<file path="src/timer_main_counter_consts.vh">
// Register map, field positions and reset values of the main timer counter
`ifndef TIMER_MAIN_COUNTER_CONSTS_VH
`define TIMER_MAIN_COUNTER_CONSTS_VH

`define ADDR_COUNTER_HIGH   8'h00
`define ADDR_COUNTER_LOW    8'h04
`define ADDR_MODULO_HIGH    8'h08
`define ADDR_MODULO_LOW     8'h0C
`define ADDR_STATUS_CTRL    8'h10
`define ADDR_IRQ_STATUS     8'h14
`define ADDR_IRQ_MASK       8'h18

`define BIT_OVERFLOW_FLAG   7
`define BIT_OVERFLOW_IE     6
`define BIT_CENTER_ALIGN    5

`define BIT_EVT_OVERFLOW    0
`define BIT_EVT_CENTER      1
`define EVT_WIDTH           2

`define RST_COUNTER         16'h0000
`define RST_MODULO          16'h0000
`define RST_BYTE            8'h00
`define COUNT_ALL_ONES      16'hFFFF

`endif

</file>
<file path="src/count_snapshot.v">
// Holding buffer for coherent two-byte counter reads
module count_snapshot #(
    parameter WIDTH = 16
) (
    input  wire             clk,
    input  wire             rst,
    input  wire             ce,
    input  wire [WIDTH-1:0] liveCount,
    input  wire             readHigh,
    input  wire             readLow,
    input  wire             clearBuf,
    output reg  [WIDTH-1:0] heldCount_q,
    output reg              pending_q
);

    reg highDone_q;
    reg lowDone_q;

    ////////////////////////////////////////////////////////////////////////////
    // Capture on first byte read, release when both read or on clear
    always @(posedge clk or posedge rst) begin
        if (rst) begin
            heldCount_q <= {WIDTH{1'b0}};
            pending_q   <= 1'b0;
            highDone_q  <= 1'b0;
            lowDone_q   <= 1'b0;
        end else if (ce) begin
            if (clearBuf) begin
                pending_q  <= 1'b0;
                highDone_q <= 1'b0;
                lowDone_q  <= 1'b0;
            end else if (!pending_q) begin
                if (readHigh || readLow) begin
                    heldCount_q <= liveCount;
                    pending_q   <= 1'b1;
                    highDone_q  <= readHigh;
                    lowDone_q   <= readLow;
                end
            end else begin
                if ((highDone_q || readHigh) && (lowDone_q || readLow)) begin
                    pending_q  <= 1'b0;
                    highDone_q <= 1'b0;
                    lowDone_q  <= 1'b0;
                end else begin
                    highDone_q <= highDone_q | readHigh;
                    lowDone_q  <= lowDone_q | readLow;
                end
            end
        end
    end

endmodule // count_snapshot

</file>
<file path="src/timer_main_counter.v">
// Main 16-bit timer counter with modulo, centre-aligned mode and Wishbone registers
//
// How it works
// - One 16-bit counter: free-running, modulo, or up/down in centre-aligned mode.
// - Modulo bytes set terminal value; 0x0000 or 0xFFFF means free running.
// - Counter reads allowed anytime and never disturb counting.
// - Writing either counter byte clears the counter; written data ignored.
// - Centre-aligned: count up 0 to modulo, down to 0, repeat.
// - In up/down, zero and terminal each last one timer clock.
// - Interrupt request is level: overflow flag and its enable both one.
// - Free-running up: wrap 0xFFFF to 0x0000 sets overflow flag.
// - Modulo up: wrap from modulo to zero sets overflow flag.
// - Up/down: flag set turning from modulo to next lower value.
// - Reading either counter byte captures both; other byte returns captured count.
// - Counter keeps counting; buffer holds until both captured bytes read.
// - Counter-clearing write also releases the read buffer.
// - Centre-align select at one picks up/down; at zero normal up counting.
//
// Added by the designer: the register addresses and the Wishbone register port.
`include "timer_main_counter_consts.vh"
module timer_main_counter #(
    parameter WIDTH = 16
) (
    input  wire        clk,
    input  wire        rst,
    input  wire        ce,
    input  wire        wb_cyc_i,
    input  wire        wb_stb_i,
    input  wire        wb_we_i,
    input  wire [7:0]  wb_adr_i,
    input  wire [3:0]  wb_sel_i,
    input  wire [31:0] wb_dat_i,
    output reg  [31:0] wb_dat_o,
    output reg         wb_ack_o,
    output reg         wb_err_o,
    output reg         overflowIrq,
    output reg         irq
);

    reg  [WIDTH-1:0] count_q;
    reg  [WIDTH-1:0] count_d;
    reg  [WIDTH-1:0] modulo_q;
    reg              countDown_q;
    reg              countDown_d;
    reg              overflowFlag_q;
    reg              flagSeen_q;
    reg              overflowIe_q;
    reg              centerAlign_q;
    reg  [`EVT_WIDTH-1:0] evtStatus_q;
    reg  [`EVT_WIDTH-1:0] evtMask_q;
    reg              wrapEvt;
    reg              centerEvt;

    wire [WIDTH-1:0] heldCount;
    wire             snapPending;

    ////////////////////////////////////////////////////////////////////////////
    // Bus decode
    wire busReq   = wb_cyc_i & wb_stb_i & ~wb_ack_o & ~wb_err_o;
    wire busWr    = busReq & wb_we_i & wb_sel_i[0];
    wire busRd    = busReq & ~wb_we_i;

    function mapped;
        input [7:0] a;
        begin
            mapped = (a == `ADDR_COUNTER_HIGH) || (a == `ADDR_COUNTER_LOW) ||
                     (a == `ADDR_MODULO_HIGH)  || (a == `ADDR_MODULO_LOW)  ||
                     (a == `ADDR_STATUS_CTRL)  || (a == `ADDR_IRQ_STATUS)  ||
                     (a == `ADDR_IRQ_MASK);
        end
    endfunction

    function hit;
        input [7:0] a;
        input [7:0] target;
        begin
            hit = (a == target);
        end
    endfunction

    wire cntWrite = busWr & (hit(wb_adr_i, `ADDR_COUNTER_HIGH) | hit(wb_adr_i, `ADDR_COUNTER_LOW));
    wire rdHigh   = busRd & hit(wb_adr_i, `ADDR_COUNTER_HIGH);
    wire rdLow    = busRd & hit(wb_adr_i, `ADDR_COUNTER_LOW);
    wire rdCtrl   = busRd & hit(wb_adr_i, `ADDR_STATUS_CTRL);
    wire wrCtrl   = busWr & hit(wb_adr_i, `ADDR_STATUS_CTRL);

    ////////////////////////////////////////////////////////////////////////////
    // Next count
    wire freeRun  = (modulo_q == `RST_MODULO) || (modulo_q == `COUNT_ALL_ONES);
    wire [WIDTH-1:0] termVal = freeRun ? `COUNT_ALL_ONES : modulo_q;

    always @* begin
        count_d     = count_q;
        countDown_d = countDown_q;
        wrapEvt     = 1'b0;
        centerEvt   = 1'b0;
        if (centerAlign_q) begin
            if (!countDown_q) begin
                if (count_q >= termVal) begin
                    count_d     = count_q - 1'b1;
                    countDown_d = 1'b1;
                    wrapEvt     = 1'b1;
                end else begin
                    count_d = count_q + 1'b1;
                end
            end else begin
                if (count_q == `RST_COUNTER) begin
                    count_d     = count_q + 1'b1;
                    countDown_d = 1'b0;
                end else begin
                    count_d = count_q - 1'b1;
                    if (count_q == {{(WIDTH-1){1'b0}}, 1'b1})
                        centerEvt = 1'b1;
                end
            end
        end else begin
            countDown_d = 1'b0;
            if (count_q >= termVal) begin
                count_d = `RST_COUNTER;
                wrapEvt = 1'b1;
            end else begin
                count_d = count_q + 1'b1;
            end
        end
    end

    ////////////////////////////////////////////////////////////////////////////
    // Counter and control state
    always @(posedge clk or posedge rst) begin
        if (rst) begin
            count_q        <= `RST_COUNTER;
            countDown_q    <= 1'b0;
            modulo_q       <= `RST_MODULO;
            overflowFlag_q <= 1'b0;
            flagSeen_q     <= 1'b0;
            overflowIe_q   <= 1'b0;
            centerAlign_q  <= 1'b0;
            evtStatus_q    <= {`EVT_WIDTH{1'b0}};
            evtMask_q      <= {`EVT_WIDTH{1'b0}};
        end else if (ce) begin
            if (cntWrite) begin
                count_q     <= `RST_COUNTER;
                countDown_q <= 1'b0;
            end else begin
                count_q     <= count_d;
                countDown_q <= countDown_d;
            end
            if (busWr && hit(wb_adr_i, `ADDR_MODULO_HIGH))
                modulo_q[15:8] <= wb_dat_i[7:0];
            if (busWr && hit(wb_adr_i, `ADDR_MODULO_LOW))
                modulo_q[7:0] <= wb_dat_i[7:0];
            if (rdCtrl && overflowFlag_q)
                flagSeen_q <= 1'b1;
            if (wrapEvt && !cntWrite) begin
                overflowFlag_q <= 1'b1;
            end else if (wrCtrl && flagSeen_q && !wb_dat_i[`BIT_OVERFLOW_FLAG]) begin
                overflowFlag_q <= 1'b0;
                flagSeen_q     <= 1'b0;
            end
            if (wrCtrl) begin
                overflowIe_q  <= wb_dat_i[`BIT_OVERFLOW_IE];
                centerAlign_q <= wb_dat_i[`BIT_CENTER_ALIGN];
            end
            if (busWr && hit(wb_adr_i, `ADDR_IRQ_MASK))
                evtMask_q <= wb_dat_i[`EVT_WIDTH-1:0];
            evtStatus_q <= (evtStatus_q &
                            ~((busWr && hit(wb_adr_i, `ADDR_IRQ_STATUS)) ? wb_dat_i[`EVT_WIDTH-1:0]
                                                                         : {`EVT_WIDTH{1'b0}}))
                           | {centerEvt & ~cntWrite, wrapEvt & ~cntWrite};
        end
    end

    ////////////////////////////////////////////////////////////////////////////
    // Read coherency buffer
    count_snapshot #(
        .WIDTH       (WIDTH)
    ) u_snapshot (
        .clk         (clk),
        .rst         (rst),
        .ce          (ce),
        .liveCount   (count_q),
        .readHigh    (rdHigh),
        .readLow     (rdLow),
        .clearBuf    (cntWrite),
        .heldCount_q (heldCount),
        .pending_q   (snapPending)
    );

    wire [WIDTH-1:0] readCount = snapPending ? heldCount : count_q;

    ////////////////////////////////////////////////////////////////////////////
    // Bus answer and interrupt outputs
    always @(posedge clk or posedge rst) begin
        if (rst) begin
            wb_dat_o    <= 32'h00000000;
            wb_ack_o    <= 1'b0;
            wb_err_o    <= 1'b0;
            overflowIrq <= 1'b0;
            irq         <= 1'b0;
        end else if (ce) begin
            wb_ack_o <= busReq & mapped(wb_adr_i);
            wb_err_o <= busReq & ~mapped(wb_adr_i);
            wb_dat_o <= 32'h00000000;
            if (busRd) begin
                case (wb_adr_i)
                    `ADDR_COUNTER_HIGH: wb_dat_o[7:0] <= readCount[15:8];
                    `ADDR_COUNTER_LOW:  wb_dat_o[7:0] <= readCount[7:0];
                    `ADDR_MODULO_HIGH:  wb_dat_o[7:0] <= modulo_q[15:8];
                    `ADDR_MODULO_LOW:   wb_dat_o[7:0] <= modulo_q[7:0];
                    `ADDR_STATUS_CTRL: begin
                        wb_dat_o[`BIT_OVERFLOW_FLAG] <= overflowFlag_q;
                        wb_dat_o[`BIT_OVERFLOW_IE]   <= overflowIe_q;
                        wb_dat_o[`BIT_CENTER_ALIGN]  <= centerAlign_q;
                    end
                    `ADDR_IRQ_STATUS:   wb_dat_o[`EVT_WIDTH-1:0] <= evtStatus_q;
                    `ADDR_IRQ_MASK:     wb_dat_o[`EVT_WIDTH-1:0] <= evtMask_q;
                    default:            wb_dat_o <= 32'h00000000;
                endcase
            end
            overflowIrq <= overflowFlag_q & overflowIe_q;
            irq         <= |(evtStatus_q & evtMask_q);
        end
    end

endmodule // timer_main_counter

</file>
<file path="config.mk">
export PLATFORM = sky130hd
export DESIGN_NAME = timer_main_counter
export DESIGN_NICKNAME = d
export VERILOG_FILES = /design/src/count_snapshot.v /design/src/timer_main_counter.v
export VERILOG_INCLUDE_DIRS = /design/src
export SDC_FILE = /design/constraint.sdc
export NUM_CORES = 1
export LEC_CHECK = 0
export BUFFER_PORTS_ARGS = -buffer_cell sky130_fd_sc_hd__buf_2
export CAP_MARGIN = 10
export CORE_UTILIZATION = 45
export DETAILED_ROUTE_END_ITERATION = 8
export PLACE_DENSITY = 0.66
export SLEW_MARGIN = 10
export SYNTH_ARGS = -nofsm -noshare
export SYNTH_HDL_FRONTEND = slang
export SYNTH_SLANG_ARGS = --single-unit
</file>
<file path="constraint.sdc">
create_clock -name clk -period 3.71 [get_ports clk]
set_clock_uncertainty 0.15 [all_clocks]
set_input_delay 0.742 -clock clk [delete_from_list [all_inputs] [get_ports clk]]
set_output_delay 0.742 -clock clk [all_outputs]
set_load 0.05 [all_outputs]
</file>
==> metrics.yaml <==
sta:
  min_period_ps: 3530
  fin_hold_ws_ps: 203
  slew_headroom: 0.411
  hold_violations: 0
  worst_pin_slew_ps: 872
  setup_violations: 0
  finalMaxSlewViolations: 0
  fin_crit_sh: 0.953
  setup_ws_ps: 175
  fmax_ghz: 0.283
route:
  dr.max_layer_used: "met4"
  wl_per_cell_um: 19.5
  m1WireLength_um: 6000
  drc_errors: 0
  first_iter_violations: 456
  dr.pass1.iters: 6
  vias: 4496
  drtAntennaViolNets: 0
  via_per_inst: 6.24
  wl_met3_um: 955
  wl_um: 14000
  dr_wl_met2_um: 6670
logic_synthesis:
  synth_seq_area_share: 0.360
  ys_seq_elements: 72
  synth.most_common_cell: "dfrtp_1"
  yosys_warnings: 0
  yosysTopAreaCell: "dfrtp_1"
  async_flop_share: 1.00
  synth_common_cells: "dfrtp_1, nor2_1, mux2_2"
  synth.area.top_cells: "dfrtp_1, mux2_2, ha_1"
  syn_avg_cell_area_um2: 9.36
  dominantRegCellSynth: "dfrtp_1"
  synth_cell_type_count: 62
  synth_area_um2: 5010
  synth_edf_count: 0
  synth_top_cell_area_share: 0.360
  netlist_instances: 535
clock_tree:
  root_buffer: "clkbuf_8"
  cts_max_level: 3
  clk_latency_ps: 360
  cts_buffers: 9
  clk_pin_slew_ps: 100
  cts_buffer_depth: 2
  tritoncts: "built"
  cts.sinks: 72
flow_run:
  maxCapViolCount: 0
global_routing:
  grt_max_degree: 44
  gr-usage-all-layers: 0.256
  antenna_found_initial: 0
  grt_pass1_vias: 4296
  grt_pass1_wl_um: 22600
  grt_overflow: 0
setup_path:
  startpoint_type: "flip-flop"
  crit_start: "modulo_q[14]$_DFFE_PP0P_"
  cpLargestDelayFamily: "simple AND/OR/NAND/NOR gates"
  cp_num_buf_inv: 1
  cpMostUsedCell: "nand4_1"
  critical_path_depth: 12
  crit_chain: "nand4_1, or4_1, nand2_4, nor2_1, ha_1, nand4_1, or3_4, o41a_1, nand2_1, buf_12, a41oi_1, a22oi_1"
  worstSetupPathType: "flip-flop to flip-flop"
  r2r-end: "count_q[15]$_DFFE_PP0P_"
  worst_setup_path_end_kind: "flip-flop"
  cp-endpoint: "count_q[15]$_DFFE_PP0P_"
  cp_data_arrival_time_ps: 3650
  r2r-start: "modulo_q[14]$_DFFE_PP0P_"
  reg2reg_slack_ps: 180
  cp_max_fo: 27
  cp_slowest_stage_delay_ps: 570
  cp_data_required_time_ps: 3830
  reg2regPathDepth: 12
  cp_slowest_cell: "or4_1"
floorplan:
  rows: 38
  ios: 86
  fp.dieW_um: 107
  die_area_um2: 11600
  core_area_um2: 10800
  die_h_um: 107
  initial_core_util: 0.462
cells_and_area:
  nets: 645
  diodes: 0
  layout-drive-gt1-share: 0.253
  final_cell_count_no_fill: 720
  utilization: 0.517
  area_growth_pct: 12.0
min_path:
  min_path_type: "input port to async pin"
run_status:
  outcome: "complete, no violations"
placed_design:
  dp_hpwl_um: 9970
  place_ws_ps: 106
  globalplace.congestion: 0.880
  port_buffers: 34
  place_inst: 703
power:
  p_leak_nw: 2.63
  pwr_density_cell_nw_per_um2: 365
  ir_drop_mv: 0.233
per-layer routing:
| metal | up-vias | global-route usage |
|---|---|---|
| met2 | 217 | 0.412 |
| met4 | 0 | 0.109 |
| li1 | 2062 | - |
| met5 | - | 0 |
| met3 | 36 | 0.0351 |
| met1 | 2181 | 0.345 |
cells by family after synthesis:
group,share of synthesized area
adders and majority gates,0.0500
xor gates and xnor gates,0.00525
DFF,0.360
AOI/OAI and AO/OA,0.197
and+or+nand+nor,0.183
buffers and inverters,0.0795
muxes,0.124
other,0.000749
state kept, by name, summed over array words and instances, names as in the netlist, 2 cells and up:
| register | flops |
|---|---|
| u_snapshot.heldCount_q | 16 |
| modulo_q | 16 |
| wb_dat_o | 8 |
| evtStatus_q | 2 |
| count_q | 16 |
| evtMask_q | 2 |
metrics by stage:
step / total power, W / TNS, ps / area [um2]
2_1_floorplan: 0.00126 / 0 / 5090
3_3_place_gp: 0.00137 / 0 / 5370
3_5_place_dp: 0.00138 / 0 / 5370
4_1_cts: 0.00204 / 0 / 5570
5_1_grt: 0.00215 / -31.4 / 5610
6_report: 0.00205 / 0 / 5610
worst min path at each step:
stage                                    start                    endpoint  cells after the start
floorplan           evtStatus_q[0]$_DFFE_PP0P_  evtStatus_q[0]$_DFFE_PP0P_                      2
global placement       wb_dat_o[3]$_DFFE_PP0P_     wb_dat_o[3]$_DFFE_PP0P_                      1
detailed placement     wb_dat_o[3]$_DFFE_PP0P_     wb_dat_o[3]$_DFFE_PP0P_                      1
CTS                                        rst     wb_dat_o[1]$_DFFE_PP0P_                      2
global route                               rst     wb_dat_o[1]$_DFFE_PP0P_                      2
finish                                     rst     wb_dat_o[4]$_DFFE_PP0P_                      2
area by class of cell:
type,instances,area (um2)
fill,978,5230
multi-input combinational,411,2930
sequential,72,1800
timing repair buffer,67,443
tap,140,175
clock buffer,9,124
clock inverter,7,78.8
inverter,14,52.6
cells in the final DEF, fill, tap and decap left out, drive strengths merged, types with 4 or more instances in the layout:
cell,instances
nor4,10
dfrtp,72
a31oi,22
o2bb2ai,10
and2,4
or4,8
nor2,44
mux4,4
conb,24
ha,20
or2,6
inv,17
o21ai,16
and3,11
mux2i,7
o211ai,23
a22oi,18
mux2,41
nand2,37
buf,67
clkbuf,9
nor3,12
nand3,10
or3,9
a21oi,13
nand4,11
power by group:
group | internal, W | switching [W] | leakage, nW
clock network | 0.000319 | 0.000350 | 0.105
logic | 0.000188 | 0.000353 | 1.54
registers | 0.000810 | 0.0000264 | 0.986
total | 0.00132 | 0.000730 | 2.63
what timing repair did:
action,4_1_cts,5_1_grt
endpoints found under the setup margin,0,19
hold buffers,0,0
gates resized for setup,0,6
setup buffers,0,1
Note: power is estimated with default switching activity, not from simulation.
